**src/serial_adapter_pkg.sv**
```systemverilog
// Purpose: Shared constants, types and decode functions of the serial adapter core.
// Assumes: One clock domain; all pins are synchronised before use.
// Notes: Register layout, status bit positions and divider codes live here.
package serial_adapter_pkg;

   localparam int DATA_W = 8;
   localparam int FIFO_DEPTH = 8;
   localparam int PIN_COUNT = 19;

   // Register select values.
   localparam logic OFFSET_CONFIG_STATE = 1'b0;
   localparam logic OFFSET_HOLDING = 1'b1;

   // Power-on value keeps the block in master reset until software releases it.
   localparam logic [7:0] LINE_CONFIG_RESET = 8'h03;

   // Field positions of line_config_reg.
   localparam int CFG_DIV_LSB = 0;
   localparam int CFG_WORD_LSB = 2;
   localparam int CFG_TX_CTL_LO = 5;
   localparam int CFG_TX_CTL_HI = 6;
   localparam int CFG_RX_IRQ_EN = 7;

   // Bit positions of line_state_reg.
   localparam int ST_RX_FULL = 0;
   localparam int ST_TX_EMPTY = 1;
   localparam int ST_CARRIER = 2;
   localparam int ST_CLEAR_TO_SEND = 3;
   localparam int ST_FRAMING = 4;
   localparam int ST_OVERRUN = 5;
   localparam int ST_PARITY = 6;
   localparam int ST_IRQ = 7;

   // Divider codes and bit-clock ratios.
   localparam logic [1:0] DIV_BY_1 = 2'h0;
   localparam logic [1:0] DIV_BY_16 = 2'h1;
   localparam logic [1:0] DIV_BY_64 = 2'h2;
   localparam logic [1:0] DIV_MASTER_RESET = 2'h3;
   localparam logic [6:0] RATIO_1 = 7'h01;
   localparam logic [6:0] RATIO_16 = 7'h10;
   localparam logic [6:0] RATIO_64 = 7'h40;

   typedef enum logic [4:0] {
      TX_IDLE = 5'b00001,
      TX_START = 5'b00010,
      TX_DATA = 5'b00100,
      TX_PARITY = 5'b01000,
      TX_STOP = 5'b10000
   } tx_state_t;

   typedef enum logic [4:0] {
      RX_IDLE = 5'b00001,
      RX_START = 5'b00010,
      RX_DATA = 5'b00100,
      RX_PARITY = 5'b01000,
      RX_STOP = 5'b10000
   } rx_state_t;

   function automatic logic [6:0] bit_ratio(input logic [1:0] div);
      bit_ratio = (div == DIV_BY_16) ? RATIO_16 : (div == DIV_BY_64) ? RATIO_64 : RATIO_1;
   endfunction : bit_ratio

   // Index of the last data bit: 7 for eight data bits, 6 for seven.
   function automatic logic [2:0] last_data_bit(input logic [2:0] word);
      last_data_bit = word[2] ? 3'h7 : 3'h6;
   endfunction : last_data_bit

   function automatic logic parity_on(input logic [2:0] word);
      parity_on = ~word[2] | word[1];
   endfunction : parity_on

   function automatic logic parity_odd(input logic [2:0] word);
      parity_odd = word[0];
   endfunction : parity_odd

   function automatic logic stop_two(input logic [2:0] word);
      stop_two = ~word[1] & (~word[2] | ~word[0]);
   endfunction : stop_two

endpackage : serial_adapter_pkg

```
**src/pin_sync.sv**
```systemverilog
// Purpose: Two-flop synchroniser for a bundle of asynchronous pins.
// Assumes: Each bit is independent; multi-bit words are sampled under a strobe.
// Notes: Only the second stage is visible outside.
`timescale 1ns/1ps
module pin_sync #(
   parameter int WIDTH = 1
) (
   input wire logic clk_i,
   input wire logic rst_n_i,
   input wire logic [WIDTH-1:0] d_i,
   output logic [WIDTH-1:0] q_o
);
   logic [WIDTH-1:0] meta_reg;

   always_ff @(posedge clk_i or negedge rst_n_i) begin
      if (!rst_n_i) begin
         meta_reg <= '0;
         q_o <= '0;
      end else begin
         meta_reg <= d_i;
         q_o <= meta_reg;
      end
   end
endmodule : pin_sync

```
**src/byte_fifo.sv**
```systemverilog
// Purpose: Small synchronous FIFO with valid/ready on both sides.
// Assumes: DEPTH is a power of two.
// Notes: clear_i empties the FIFO without touching the stored words.
`timescale 1ns/1ps
module byte_fifo #(
   parameter int WIDTH = 8,
   parameter int DEPTH = 8
) (
   input wire logic clk_i,
   input wire logic rst_n_i,
   input wire logic clear_i,
   input wire logic wr_valid_i,
   output logic wr_ready_o,
   input wire logic [WIDTH-1:0] wr_data_i,
   output logic rd_valid_o,
   input wire logic rd_ready_i,
   output logic [WIDTH-1:0] rd_data_o
);
   localparam int AW = $clog2(DEPTH);

   logic [WIDTH-1:0] mem [DEPTH];
   logic [AW:0] wr_ptr_reg;
   logic [AW:0] rd_ptr_reg;
   logic push;
   logic pop;

   assign wr_ready_o = (wr_ptr_reg[AW-1:0] != rd_ptr_reg[AW-1:0]) ||
                       (wr_ptr_reg[AW] == rd_ptr_reg[AW]);
   assign rd_valid_o = (wr_ptr_reg != rd_ptr_reg);
   assign rd_data_o = mem[rd_ptr_reg[AW-1:0]];
   assign push = wr_valid_i & wr_ready_o;
   assign pop = rd_valid_o & rd_ready_i;

   always_ff @(posedge clk_i) begin
      if (push) begin
         mem[wr_ptr_reg[AW-1:0]] <= wr_data_i;
      end
   end

   always_ff @(posedge clk_i or negedge rst_n_i) begin
      if (!rst_n_i) begin
         wr_ptr_reg <= '0;
         rd_ptr_reg <= '0;
      end else if (clear_i) begin
         wr_ptr_reg <= '0;
         rd_ptr_reg <= '0;
      end else begin
         wr_ptr_reg <= wr_ptr_reg + (AW+1)'(push);
         rd_ptr_reg <= rd_ptr_reg + (AW+1)'(pop);
      end
   end
endmodule : byte_fifo

```
**src/async_serial_adapter_core.sv**
```systemverilog
// Purpose: Asynchronous serial adapter core behind a strobed 8-bit register bus.
// Assumes: All pins, bit clocks included, are oversampled by mclk_i at 40 MHz.
// Notes: Bus accesses act on the falling edge of the bus enable strobe.
`timescale 1ns/1ps
module async_serial_adapter_core (
   input wire logic mclk_i,
   input wire logic rst_n_i,
   input wire logic bus_enable_i,
   input wire logic read_write_i,
   input wire logic register_select_i,
   input wire logic chip_select_a_i,
   input wire logic chip_select_b_i,
   input wire logic chip_select_c_n_i,
   input wire logic [7:0] data_i,
   output logic [7:0] data_o,
   output logic data_oe_o,
   input wire logic tx_bit_clk_i,
   input wire logic rx_bit_clk_i,
   input wire logic rx_serial_i,
   input wire logic clear_to_send_n_i,
   input wire logic carrier_detect_n_i,
   output logic tx_serial_o,
   output logic request_to_send_n_o,
   output logic irq_n_o,
   output logic irq_oe_o
);
   logic [serial_adapter_pkg::PIN_COUNT-1:0] pin_raw;
   logic [serial_adapter_pkg::PIN_COUNT-1:0] pin_q;

   assign pin_raw = {bus_enable_i, read_write_i, register_select_i, chip_select_a_i,
                     chip_select_b_i, chip_select_c_n_i, data_i, tx_bit_clk_i,
                     rx_bit_clk_i, rx_serial_i, clear_to_send_n_i, carrier_detect_n_i};

   pin_sync #(.WIDTH(serial_adapter_pkg::PIN_COUNT)) pins_u (
      .clk_i(mclk_i),
      .rst_n_i(rst_n_i),
      .d_i(pin_raw),
      .q_o(pin_q)
   );

   wire e_s = pin_q[18];
   wire rw_s = pin_q[17];
   wire rs_s = pin_q[16];
   wire sel_s = pin_q[15] & pin_q[14] & ~pin_q[13];
   wire [7:0] wdata_s = pin_q[12:5];
   wire txclk_s = pin_q[4];
   wire rxclk_s = pin_q[3];
   wire rxd_s = pin_q[2];
   wire cts_high = pin_q[1];
   wire dcd_high = pin_q[0];

   // Edge detection on the synchronised strobe, bit clocks and carrier.
   logic e_prev_reg;
   logic txclk_prev_reg;
   logic rxclk_prev_reg;
   logic dcd_prev_reg;

   always_ff @(posedge mclk_i or negedge rst_n_i) begin
      if (!rst_n_i) begin
         e_prev_reg <= 1'b0;
         txclk_prev_reg <= 1'b0;
         rxclk_prev_reg <= 1'b0;
         dcd_prev_reg <= 1'b0;
      end else begin
         e_prev_reg <= e_s;
         txclk_prev_reg <= txclk_s;
         rxclk_prev_reg <= rxclk_s;
         dcd_prev_reg <= dcd_high;
      end
   end

   wire e_fall = e_prev_reg & ~e_s;
   wire tx_fall = txclk_prev_reg & ~txclk_s;
   wire rx_rise = ~rxclk_prev_reg & rxclk_s;
   wire dcd_rise = ~dcd_prev_reg & dcd_high;

   // Bus access captured while the strobe is high, acted on at its fall.
   logic acc_sel_reg;
   logic acc_rs_reg;
   logic acc_rw_reg;
   logic [7:0] acc_data_reg;

   always_ff @(posedge mclk_i or negedge rst_n_i) begin
      if (!rst_n_i) begin
         acc_sel_reg <= 1'b0;
         acc_rs_reg <= 1'b0;
         acc_rw_reg <= 1'b0;
         acc_data_reg <= 8'h00;
      end else if (e_s) begin
         acc_sel_reg <= sel_s;
         acc_rs_reg <= rs_s;
         acc_rw_reg <= rw_s;
         acc_data_reg <= wdata_s;
      end
   end

   wire acc_go = e_fall & acc_sel_reg;
   wire wr_cfg = acc_go & ~acc_rw_reg & (acc_rs_reg == serial_adapter_pkg::OFFSET_CONFIG_STATE);
   wire wr_tx = acc_go & ~acc_rw_reg & (acc_rs_reg == serial_adapter_pkg::OFFSET_HOLDING);
   wire rd_stat = acc_go & acc_rw_reg & (acc_rs_reg == serial_adapter_pkg::OFFSET_CONFIG_STATE);
   wire rd_rx = acc_go & acc_rw_reg & (acc_rs_reg == serial_adapter_pkg::OFFSET_HOLDING);

   logic [7:0] line_config_reg;

   always_ff @(posedge mclk_i or negedge rst_n_i) begin
      if (!rst_n_i) begin
         line_config_reg <= serial_adapter_pkg::LINE_CONFIG_RESET;
      end else if (wr_cfg) begin
         line_config_reg <= acc_data_reg;
      end
   end

   wire [1:0] div_sel = line_config_reg[serial_adapter_pkg::CFG_DIV_LSB +: 2];
   wire [2:0] word = line_config_reg[serial_adapter_pkg::CFG_WORD_LSB +: 3];
   wire ctl_lo = line_config_reg[serial_adapter_pkg::CFG_TX_CTL_LO];
   wire ctl_hi = line_config_reg[serial_adapter_pkg::CFG_TX_CTL_HI];
   wire mreset = (div_sel == serial_adapter_pkg::DIV_MASTER_RESET);
   wire tx_irq_enable = ctl_lo & ~ctl_hi;
   wire send_break = ctl_lo & ctl_hi;
   wire rts_high = ctl_hi & ~ctl_lo;
   wire rx_irq_enable = line_config_reg[serial_adapter_pkg::CFG_RX_IRQ_EN];
   wire [6:0] ratio = serial_adapter_pkg::bit_ratio(div_sel);
   wire [6:0] half_last = (ratio >> 1) - 7'h01;
   wire [2:0] last_bit = serial_adapter_pkg::last_data_bit(word);
   wire par_en = serial_adapter_pkg::parity_on(word);
   wire par_odd = serial_adapter_pkg::parity_odd(word);

   // Transmit holding register feeding the FIFO in front of the shifter.
   logic [7:0] tx_holding_reg;
   logic holding_full_reg;
   logic fifo_in_ready;
   logic fifo_out_valid;
   logic [7:0] fifo_out_data;
   logic tx_take;

   always_ff @(posedge mclk_i or negedge rst_n_i) begin
      if (!rst_n_i) begin
         tx_holding_reg <= 8'h00;
         holding_full_reg <= 1'b0;
      end else begin
         if (wr_tx) begin
            tx_holding_reg <= acc_data_reg;
         end
         holding_full_reg <= wr_tx | (holding_full_reg & ~fifo_in_ready & ~mreset);
      end
   end

   byte_fifo #(
      .WIDTH(serial_adapter_pkg::DATA_W),
      .DEPTH(serial_adapter_pkg::FIFO_DEPTH)
   ) tx_fifo_u (
      .clk_i(mclk_i),
      .rst_n_i(rst_n_i),
      .clear_i(mreset),
      .wr_valid_i(holding_full_reg & ~mreset),
      .wr_ready_o(fifo_in_ready),
      .wr_data_i(tx_holding_reg),
      .rd_valid_o(fifo_out_valid),
      .rd_ready_i(tx_take),
      .rd_data_o(fifo_out_data)
   );

   // Transmit shifter, stepping once per bit period on falling bit-clock edges.
   serial_adapter_pkg::tx_state_t tx_state_reg;
   logic [6:0] tx_div_reg;
   logic [7:0] tx_sr_reg;
   logic tx_par_reg;
   logic [2:0] tx_cnt_reg;
   logic tx_line_reg;

   wire tx_bnd = tx_fall & (tx_div_reg == ratio - 7'h01);
   wire tx_last_stop = ~serial_adapter_pkg::stop_two(word) | (tx_cnt_reg == 3'h1);
   assign tx_take = tx_bnd & ~mreset & ((tx_state_reg == serial_adapter_pkg::TX_IDLE) |
                    ((tx_state_reg == serial_adapter_pkg::TX_STOP) & tx_last_stop));
   wire tx_pop = tx_take & fifo_out_valid;

   always_ff @(posedge mclk_i or negedge rst_n_i) begin
      if (!rst_n_i) begin
         tx_state_reg <= serial_adapter_pkg::TX_IDLE;
         tx_div_reg <= 7'h00;
         tx_sr_reg <= 8'h00;
         tx_par_reg <= 1'b0;
         tx_cnt_reg <= 3'h0;
         tx_line_reg <= 1'b1;
      end else if (mreset) begin
         tx_state_reg <= serial_adapter_pkg::TX_IDLE;
         tx_div_reg <= 7'h00;
         tx_line_reg <= 1'b1;
      end else begin
         if (tx_fall) begin
            tx_div_reg <= tx_bnd ? 7'h00 : tx_div_reg + 7'h01;
         end
         if (tx_pop) begin
            tx_state_reg <= serial_adapter_pkg::TX_START;
            tx_line_reg <= 1'b0;
            tx_sr_reg <= fifo_out_data;
         end else if (tx_bnd) begin
            unique case (tx_state_reg)
               serial_adapter_pkg::TX_IDLE: begin
                  tx_line_reg <= 1'b1;
               end
               serial_adapter_pkg::TX_START: begin
                  tx_line_reg <= tx_sr_reg[0];
                  tx_par_reg <= tx_sr_reg[0];
                  tx_cnt_reg <= 3'h0;
                  tx_state_reg <= serial_adapter_pkg::TX_DATA;
               end
               serial_adapter_pkg::TX_DATA: begin
                  if (tx_cnt_reg == last_bit) begin
                     tx_cnt_reg <= 3'h0;
                     if (par_en) begin
                        tx_line_reg <= tx_par_reg ^ par_odd;
                        tx_state_reg <= serial_adapter_pkg::TX_PARITY;
                     end else begin
                        tx_line_reg <= 1'b1;
                        tx_state_reg <= serial_adapter_pkg::TX_STOP;
                     end
                  end else begin
                     tx_line_reg <= tx_sr_reg[1];
                     tx_sr_reg <= {1'b0, tx_sr_reg[7:1]};
                     tx_par_reg <= tx_par_reg ^ tx_sr_reg[1];
                     tx_cnt_reg <= tx_cnt_reg + 3'h1;
                  end
               end
               serial_adapter_pkg::TX_PARITY: begin
                  tx_line_reg <= 1'b1;
                  tx_cnt_reg <= 3'h0;
                  tx_state_reg <= serial_adapter_pkg::TX_STOP;
               end
               serial_adapter_pkg::TX_STOP: begin
                  if (tx_last_stop) begin
                     tx_state_reg <= serial_adapter_pkg::TX_IDLE;
                  end else begin
                     tx_cnt_reg <= 3'h1;
                  end
               end
               default: begin
                  tx_state_reg <= serial_adapter_pkg::TX_IDLE;
                  tx_line_reg <= 1'b1;
               end
            endcase
         end
      end
   end

   // Receive deserialiser.
   serial_adapter_pkg::rx_state_t rx_state_reg;
   logic [6:0] rx_cnt_reg;
   logic [2:0] rx_idx_reg;
   logic [7:0] rx_sr_reg;
   logic rx_par_reg;
   logic rx_pend_pe_reg;

   wire rx_hold = mreset | dcd_high;
   wire rx_samp = rx_rise & (rx_cnt_reg == ratio - 7'h01);
   wire [6:0] rx_cnt_step = rx_samp ? 7'h00 : rx_cnt_reg + 7'h01;
   wire rx_done = rx_samp & (rx_state_reg == serial_adapter_pkg::RX_STOP);

   always_ff @(posedge mclk_i or negedge rst_n_i) begin
      if (!rst_n_i) begin
         rx_state_reg <= serial_adapter_pkg::RX_IDLE;
         rx_cnt_reg <= 7'h00;
         rx_idx_reg <= 3'h0;
         rx_sr_reg <= 8'h00;
         rx_par_reg <= 1'b0;
         rx_pend_pe_reg <= 1'b0;
      end else if (rx_hold) begin
         rx_state_reg <= serial_adapter_pkg::RX_IDLE;
         rx_cnt_reg <= 7'h00;
      end else begin
         unique case (rx_state_reg)
            serial_adapter_pkg::RX_IDLE: begin
               rx_cnt_reg <= 7'h00;
               rx_idx_reg <= 3'h0;
               rx_sr_reg <= 8'h00;
               rx_par_reg <= 1'b0;
               rx_pend_pe_reg <= 1'b0;
               if (rx_rise && !rxd_s) begin
                  if (ratio == serial_adapter_pkg::RATIO_1) begin
                     rx_state_reg <= serial_adapter_pkg::RX_DATA;
                  end else begin
                     rx_cnt_reg <= 7'h01;
                     rx_state_reg <= serial_adapter_pkg::RX_START;
                  end
               end
            end
            serial_adapter_pkg::RX_START: begin
               if (rx_rise) begin
                  if (rxd_s) begin
                     rx_state_reg <= serial_adapter_pkg::RX_IDLE;
                  end else if (rx_cnt_reg == half_last) begin
                     rx_cnt_reg <= 7'h00;
                     rx_state_reg <= serial_adapter_pkg::RX_DATA;
                  end else begin
                     rx_cnt_reg <= rx_cnt_reg + 7'h01;
                  end
               end
            end
            serial_adapter_pkg::RX_DATA: begin
               if (rx_rise) begin
                  rx_cnt_reg <= rx_cnt_step;
               end
               if (rx_samp) begin
                  rx_sr_reg[rx_idx_reg] <= rxd_s;
                  rx_par_reg <= rx_par_reg ^ rxd_s;
                  rx_idx_reg <= rx_idx_reg + 3'h1;
                  if (rx_idx_reg == last_bit) begin
                     rx_state_reg <= par_en ? serial_adapter_pkg::RX_PARITY :
                                     serial_adapter_pkg::RX_STOP;
                  end
               end
            end
            serial_adapter_pkg::RX_PARITY: begin
               if (rx_rise) begin
                  rx_cnt_reg <= rx_cnt_step;
               end
               if (rx_samp) begin
                  rx_pend_pe_reg <= rx_par_reg ^ rxd_s ^ par_odd;
                  rx_state_reg <= serial_adapter_pkg::RX_STOP;
               end
            end
            serial_adapter_pkg::RX_STOP: begin
               if (rx_rise) begin
                  rx_cnt_reg <= rx_cnt_step;
               end
               if (rx_samp) begin
                  rx_state_reg <= serial_adapter_pkg::RX_IDLE;
               end
            end
            default: begin
               rx_state_reg <= serial_adapter_pkg::RX_IDLE;
            end
         endcase
      end
   end

   // Receive holding register and status flags; hardware sets win over read clears; master reset wins over all but the framing and parity sets.
   logic [7:0] rx_holding_reg;
   logic rx_full_reg;
   logic overrun_reg;
   logic framing_reg;
   logic parity_err_reg;
   logic carrier_latch_reg;
   logic stat_seen_reg;

   always_ff @(posedge mclk_i or negedge rst_n_i) begin
      if (!rst_n_i) begin
         rx_holding_reg <= 8'h00;
         framing_reg <= 1'b0;
         parity_err_reg <= 1'b0;
         stat_seen_reg <= 1'b0;
      end else begin
         if (rx_done && !rx_full_reg) begin
            rx_holding_reg <= rx_sr_reg;
            framing_reg <= ~rxd_s;
            parity_err_reg <= rx_pend_pe_reg;
         end else if (mreset) begin
            framing_reg <= 1'b0;
            parity_err_reg <= 1'b0;
         end
         if (acc_go) begin
            stat_seen_reg <= rd_stat;
         end
      end
   end

   always_ff @(posedge mclk_i or negedge rst_n_i) begin
      if (!rst_n_i) begin
         rx_full_reg <= 1'b0;
         overrun_reg <= 1'b0;
         carrier_latch_reg <= 1'b0;
      end else if (mreset) begin
         rx_full_reg <= 1'b0;
         overrun_reg <= 1'b0;
         carrier_latch_reg <= 1'b0;
      end else begin
         if (rx_done && !rx_full_reg) begin
            rx_full_reg <= 1'b1;
         end else if (rd_rx) begin
            rx_full_reg <= 1'b0;
         end
         if (rx_done && rx_full_reg) begin
            overrun_reg <= 1'b1;
         end else if (rd_rx && stat_seen_reg) begin
            overrun_reg <= 1'b0;
         end
         if (dcd_rise) begin
            carrier_latch_reg <= 1'b1;
         end else if (rd_rx && stat_seen_reg) begin
            carrier_latch_reg <= 1'b0;
         end
      end
   end

   wire rx_full_vis = rx_full_reg & ~dcd_high;
   wire tx_empty_vis = ~holding_full_reg & ~cts_high;
   wire irq_cause = ~mreset & ((rx_irq_enable & (rx_full_vis | overrun_reg | carrier_latch_reg)) |
                    (tx_irq_enable & tx_empty_vis));

   logic [7:0] line_state_reg;
   assign line_state_reg[serial_adapter_pkg::ST_RX_FULL] = rx_full_vis;
   assign line_state_reg[serial_adapter_pkg::ST_TX_EMPTY] = tx_empty_vis;
   assign line_state_reg[serial_adapter_pkg::ST_CARRIER] = carrier_latch_reg | dcd_high;
   assign line_state_reg[serial_adapter_pkg::ST_CLEAR_TO_SEND] = cts_high;
   assign line_state_reg[serial_adapter_pkg::ST_FRAMING] = framing_reg;
   assign line_state_reg[serial_adapter_pkg::ST_OVERRUN] = overrun_reg;
   assign line_state_reg[serial_adapter_pkg::ST_PARITY] = parity_err_reg;
   assign line_state_reg[serial_adapter_pkg::ST_IRQ] = irq_cause;

   wire [7:0] read_mux = rs_s ? rx_holding_reg : line_state_reg;

   always_ff @(posedge mclk_i or negedge rst_n_i) begin
      if (!rst_n_i) begin
         data_o <= 8'h00;
         data_oe_o <= 1'b0;
         irq_n_o <= 1'b1;
         irq_oe_o <= 1'b0;
         request_to_send_n_o <= 1'b0;
         tx_serial_o <= 1'b1;
      end else begin
         data_o <= read_mux;
         data_oe_o <= e_s & sel_s & rw_s;
         irq_n_o <= ~irq_cause;
         irq_oe_o <= irq_cause;
         request_to_send_n_o <= rts_high;
         tx_serial_o <= tx_line_reg & ~send_break;
      end
   end
endmodule : async_serial_adapter_core

```
**config.mk**
```make
export PLATFORM = sky130hd
export DESIGN_NAME = async_serial_adapter_core
export DESIGN_NICKNAME = d
export VERILOG_FILES = /design/src/serial_adapter_pkg.sv /design/src/pin_sync.sv /design/src/byte_fifo.sv /design/src/async_serial_adapter_core.sv
export SDC_FILE = /design/constraint.sdc
export NUM_CORES = 1
export LEC_CHECK = 0
export ABC_AREA = 1
export BUFFER_PORTS_ARGS = -buffer_cell sky130_fd_sc_hd__buf_2
export CORE_UTILIZATION = 30
export DETAILED_ROUTE_END_ITERATION = 10
export PLACE_DENSITY_LB_ADDON = 0.2
export SETUP_SLACK_MARGIN = 0.2
export SYNTH_ARGS = -nofsm -noshare
export SYNTH_HDL_FRONTEND = slang
export SYNTH_SLANG_ARGS = --single-unit
```
**constraint.sdc**
```tcl
create_clock -name mclk_i -period 4.5 [get_ports mclk_i]
set_clock_uncertainty 0.05 [all_clocks]
set_input_delay 1.35 -clock mclk_i [delete_from_list [all_inputs] [get_ports mclk_i]]
set_output_delay 1.35 -clock mclk_i [all_outputs]
set_load 0.005 [all_outputs]
```
After elaboration in Yosys (flattened, before gate mapping)
Memories as Yosys holds them, arrays and structs flattened.
Index checks and enable logic that the tools add are counted.
Cells by class
  reduce and logical (&&, ||, !) cells: 32
  bitwise gates (word level): 73
  add/sub/neg operators: 8
  equality and inequality tests: 41
  magnitude comparators: 2
  mux-type cells: 75
Operators with widths (count)
  $mux W7: 11
  $mux W5: 15
  $pmux W5 S5: 2
  $mux W8: 6
  $and A1 B1 Y1: 36
  $mux W1: 25
  $not A1 Y1: 23
  $eq A7 B7 Y1: 3
  $ne A3 B3 Y1 const B: 7
  $pmux W7 S3: 1
  $pmux W8 S2: 1
  $reduce_bool A3 Y1: 5
  $add A7 B1 Y7 const B: 2
  $reduce_bool A2 Y1: 7
  $mux W3: 4
  $ne A4 B3 Y1 const B: 3
  $reduce_and A4 Y1: 3
  $eq A5 B1 Y1 const B: 2
  $eq A5 B2 Y1 const B: 2
  $eq A5 B3 Y1 const B: 2
  $eq A5 B4 Y1 const B: 2
  $eq A5 B5 Y1 const B: 2
  $or A1 B1 Y1: 10
  $reduce_and A5 Y1: 2
  other kinds (35): 55
Storage, ports and cells
  output and inout port bits: 13
  memories: 1
  logic and storage cells: 272
  bits in writable memories: 64
  register bits: 155
  input bits: 21
Memory list
  tx_fifo_u.mem: words 8, width 8, read ports 1, clocked after Yosys merged registers in 0, write ports 1, line byte_fifo.sv:21  | logic [WIDTH-1:0] mem [DEPTH];

Longest topological paths before layout
  depth in word-level cells: 11
  mapped depth: 15
  depth with buffers taken out: 14

Hierarchy
A second synthesis with hierarchy kept.
Second synthesis, totals
  cell total of the unflattened synthesis: 1068
  area total of the unflattened synthesis: 9833.2 um2
Modules (own cells, without submodules)
  async_serial_adapter_core: area each 5779.3 um2, times used 1, sequential area each 2736.4 um2, cells an instance 761
  byte_fifo: area each 3103.0 um2, times used 1, sequential area each 2122.0 um2, cells an instance 269
  pin_sync: area each 950.9 um2, times used 1, sequential area each 950.9 um2, cells an instance 38

Worst setup path before layout
Ideal clock, no wire load.
  path kind: register to register
  from: register line_config_reg[0]
  to: register tx_fifo_u.rd_ptr_reg[2]
  arrival: 2.098 ns
  cell stages (with the launch flop): 15
  path slack: 2.220 ns
  clock period less this slack: 2.280 ns
  data required time: 4.318 ns
  path buffers: 1
  cell sequence: dfstp_2 > inv_1 > ha_1 > nand2_1 > nand2_2 > nand2_1 > nand3_2 > nor2_4 > nand2_2 > nor2_2 > buf_4 > ha_1 > ha_1 > xnor2_1 > nor2_1
Between the ends
  cells in the longest elaborated chain, start to end: 11
RTL lines
  start: declaration: line async_serial_adapter_core.sv:103  | logic [7:0] line_config_reg;
  start signal: assignment: line async_serial_adapter_core.sv:107  | line_config_reg <= serial_adapter_pkg::LINE_CONFIG_RESET;
  start signal: assignment: line async_serial_adapter_core.sv:109  | line_config_reg <= acc_data_reg;
  $eq A2 B2 Y1: line serial_adapter_pkg.sv:60  | bit_ratio = (div == DIV_BY_16) ? RATIO_16 : (div == DIV_BY_64) ? RATIO_64 : RATIO_1;
  $mux W7 (2 in a row): line serial_adapter_pkg.sv:60
  $sub A7 B1 Y7: line async_serial_adapter_core.sv:171  | wire tx_bnd = tx_fall & (tx_div_reg == ratio - 7'h01);
  $eq A7 B7 Y1: line async_serial_adapter_core.sv:171
  $and A1 B1 Y1: line async_serial_adapter_core.sv:171
  $and A1 B1 Y1 (2 in a row): line async_serial_adapter_core.sv:173  | assign tx_take = tx_bnd & ~mreset & ((tx_state_reg == serial_adapter_pkg::TX_IDLE) |
  $and A1 B1 Y1: line byte_fifo.sv:32  | assign pop = rd_valid_o & rd_ready_i;
  $add A4 B1 Y4: line byte_fifo.sv:49  | rd_ptr_reg <= rd_ptr_reg + (AW+1)'(pop);
  $mux W4 (*): line byte_fifo.sv:44  | end else if (clear_i) begin
  end signal: assignment: line byte_fifo.sv:49
  end: declaration: line byte_fifo.sv:23  | logic [AW:0] rd_ptr_reg;
Every way passes the cells marked *; elsewhere a longest branch is shown, timed or not.
A chain may end at the register's enable or synchronous reset.

Worst setup path after layout
  from: register line_config_reg[0]
  to: register tx_div_reg[5]
Between the ends
  cells in the longest elaborated chain, start to end: 9
RTL lines
  $eq A2 B2 Y1: line serial_adapter_pkg.sv:60
  $mux W7 (2 in a row): line serial_adapter_pkg.sv:60
  $sub A7 B1 Y7: line async_serial_adapter_core.sv:171
  $eq A7 B7 Y1: line async_serial_adapter_core.sv:171
  $and A1 B1 Y1: line async_serial_adapter_core.sv:171
  $mux W7: line async_serial_adapter_core.sv:191  | tx_div_reg <= tx_bnd ? 7'h00 : tx_div_reg + 7'h01;
  $mux W7: line async_serial_adapter_core.sv:190  | if (tx_fall) begin
  $mux W7: line async_serial_adapter_core.sv:185  | end else if (mreset) begin
  end signal: assignment: line async_serial_adapter_core.sv:191
  end: declaration: line async_serial_adapter_core.sv:165  | logic [6:0] tx_div_reg;
Parallel ways exist; a longest one is shown, timed or not. The select of a mux whose other input is x is not followed.

==> impl_metrics.py <==
metrics = {
    "synthesis": {
        "synthCells": 1010,
        "ys_seq_elements": 219,
        "synth.area.top_cells": "dfrtp_1, edfxtp_1, nand2_1",
        "synth_edf_count": 64,
        "ys.flop_type": "dfrtp_1",
        "async_flop_share_pct": 70.8,
        "synth_top_area_share_pct": 38.9,
        "ys_types": 43,
        "syn_area_mm2": 0.00952,
        "synth_top_area_cell": "dfrtp_1",
        "syn-num-nets": 1044,
        "avgSynthCellArea_um2": 9.43,
        "yosysSeqAreaShare_pct": 61.0,
        "ys_warn_count": 0,
    },
    "floorplan": {
        "io_pins": 34,
        "die_area_mm2": 0.0325,
        "rows": 64,
        "start_util_pct": 30.8,
        "core_mm2": 0.0309,
        "die_h_um": 180,
        "die_width_um": 180,
    },
    "sta": {
        "drv_slew": 0,
        "hold_viol_final": 0,
        "worst_pin_slew_ps": 701,
        "finalCritPeriodShare_pct": 60.5,
        "setup_viol": 0,
        "finalSetupTns_ps": 0,
        "timing.slew.headroom_pct": 53.1,
        "rsz0062_at_grt": "false",
        "fin_hold_ws_ps": 296,
        "fmaxAchievable_mhz": 367,
        "period_needed_ps": 2720,
    },
    "grt": {
        "grt_antenna_before_repair": 0,
        "grt_pass1_wl_um": 35600,
        "overflow": 0,
        "grt_usage_pct": 13.6,
        "grt_pass1_vias": 6662,
        "grt_max_degree": 67,
    },
    "layout": {
        "antenna_cells": 0,
        "area_delta_synth_final_pct": 15.1,
        "design_area_mm2": 0.0110,
        "final_util_pct": 35.5,
        "drive_gt1_share_pct": 11.6,
        "final_common_cell": "nand2_1",
        "mostFrequentLayoutCells": "nand2_1, dfrtp_1, nor2_1, o21ai_0, inv_1",
        "largest_reg_flops": 64,
        "nNetsFinal": 1082,
        "nFillCells": 3146,
    },
    "worst_setup_path": {
        "critPathLaunchType": "flop",
        "arrival_ps": 3080,
        "critical_path.max_stage_delay_ps": 600,
        "slowest_stage": "ha_1",
        "cp_max_fo": 16,
        "path_cells": "ha_1, inv_1, o21ai_1, nand2_1, nor2_1, nand2_1, xor2_1, nor2_1",
        "path_class": "flop to flop",
        "required_ps": 4850,
        "endpoint_kind": "flop",
        "r2r_cells": 8,
    },
    "route": {
        "drc_errors": 0,
        "antenna_left": 0,
        "drt_wl_total_um": 21400,
        "firstDrtPassIters": 4,
        "first_iter_violations": 395,
        "routed_via_density": 4.57,
        "num_vias": 6677,
        "drt-wirelength-per-cell_um": 14.7,
    },
    "power_and_ir_drop": {
        "finalPower_uw": 5600,
        "cellPowerDensity_mw_per_mm2": 511,
        "ir_drop_mv": 0.340,
        "p_leak_uw": 0.00489,
    },
    "place": {
        "hpwl_um": 15200,
        "place.port_buffers": 33,
        "placed_cell_area_mm2": 0.0101,
        "gp_congestion": 0.844,
    },
    "job": {
        "drv_cap": 0,
    },
    "clock_tree": {
        "cts_buffer_depth": 3,
        "cts.sinks": 219,
        "worstSkewPairLatency_ps": 530,
        "htreeDepth": 1,
        "post-cts-setup-buffers": 0,
        "cts_buffers": 25,
        "ctsHoldBuffers": 0,
        "clkTransAtPathRegs_ps": 60,
        "cts_tree": "yes",
        "cts_root_buf": "clkbuf_16",
        "cts-resized-gates": 0,
    },
    "min_path": {
        "min_path_type": "flop to flop",
        "whs_path_depth": 0,
    },
    "run_status": {
        "status": "completed",
    },
}
==> synthesized netlist by cell type, drive strengths merged (2+ instances only) <==
library cell and count:
nand3 72, a31oi 2, nand3b 7, xnor2 3, a21oi 29, inv 95
buf 6, dfrtp 148, dfstp 7, xor2 8, ha 13, nor2 119
o21ai 105, nand2 267, nand4 16, o22ai 15, clkbuf 19, edfxtp 64
nor3 6
==> power breakdown <==
group          switching [uW]  internal (uW)  total (uW)
combinational             758            348        1110
clock                     817           1260        2080
sequential                170           2240        2410
total                    1740           3850        5600
==> layout make-up <==
class | count | area (um^2) | area share (%)
multi-input cells | 671 | 3240 | 29.5
repair buffers | 36 | 206 | 1.88
flip-flops and latches | 219 | 5810 | 53.0
clock inverters | 13 | 165 | 1.51
clock buffers | 32 | 692 | 6.31
well taps | 396 | 495 | 4.52
inverters | 95 | 357 | 3.25
==> path summary, 6_finish.rpt <==
kind	from	endpoint	slack [ps]
setup / recovery	line_config_reg[0]	tx_div_reg[5]	1780
hold / removal	pins_u.meta_reg[8]	pins_u.q_o[8]	300
setup reg to reg	line_config_reg[0]	tx_div_reg[5]	1780
hold reg to reg	pins_u.meta_reg[8]	pins_u.q_o[8]	300
max in group asynchronous	rst_n_i	tx_serial_o	2810
min in group asynchronous	rst_n_i	rx_sr_reg[0]	720
==> through the flow <==
stage / setup slack, ps / cells
3_5_place_dp: 1740 / 1417
6_report: 1780 / 1462
2_1_floorplan: 2220 / 1010
5_1_grt: 1490 / 1462
3_3_place_gp: 1800 / 1417
4_1_cts: 1730 / 1462
==> routing by layer <==
metal  global-route usage, %  part of all wire [%]  routed length (um)
met1                    18.7                    47               10200
met2                    22.5                    48               10200
met3                    2.02                   3.2                 685
met4                    3.56                   1.8                 386
met5                       0                     0                   0
==> worst max-delay path: cells and delay by family, from the launching register on <==
family	cells	cell delay, ps
flops	1	560
simple gates	4	360
buf+inv	1	450
xor+xnor	1	130
fa+ha+maj	1	600
compound gates	1	440
==> cells by family after synthesis <==
| logic type | count (synthesis) | synth area share, % |
|---|---|---|
| DFF | 219 | 61.0 |
| AOI/OAI and AO/OA | 159 | 8.99 |
| adders and majority gates | 13 | 1.71 |
| xor gates and xnor gates | 11 | 1.01 |
| buffers and inverters | 120 | 4.98 |
| and+or+nand+nor | 488 | 22.3 |
Note: power is estimated with default switching activity, not from simulation.
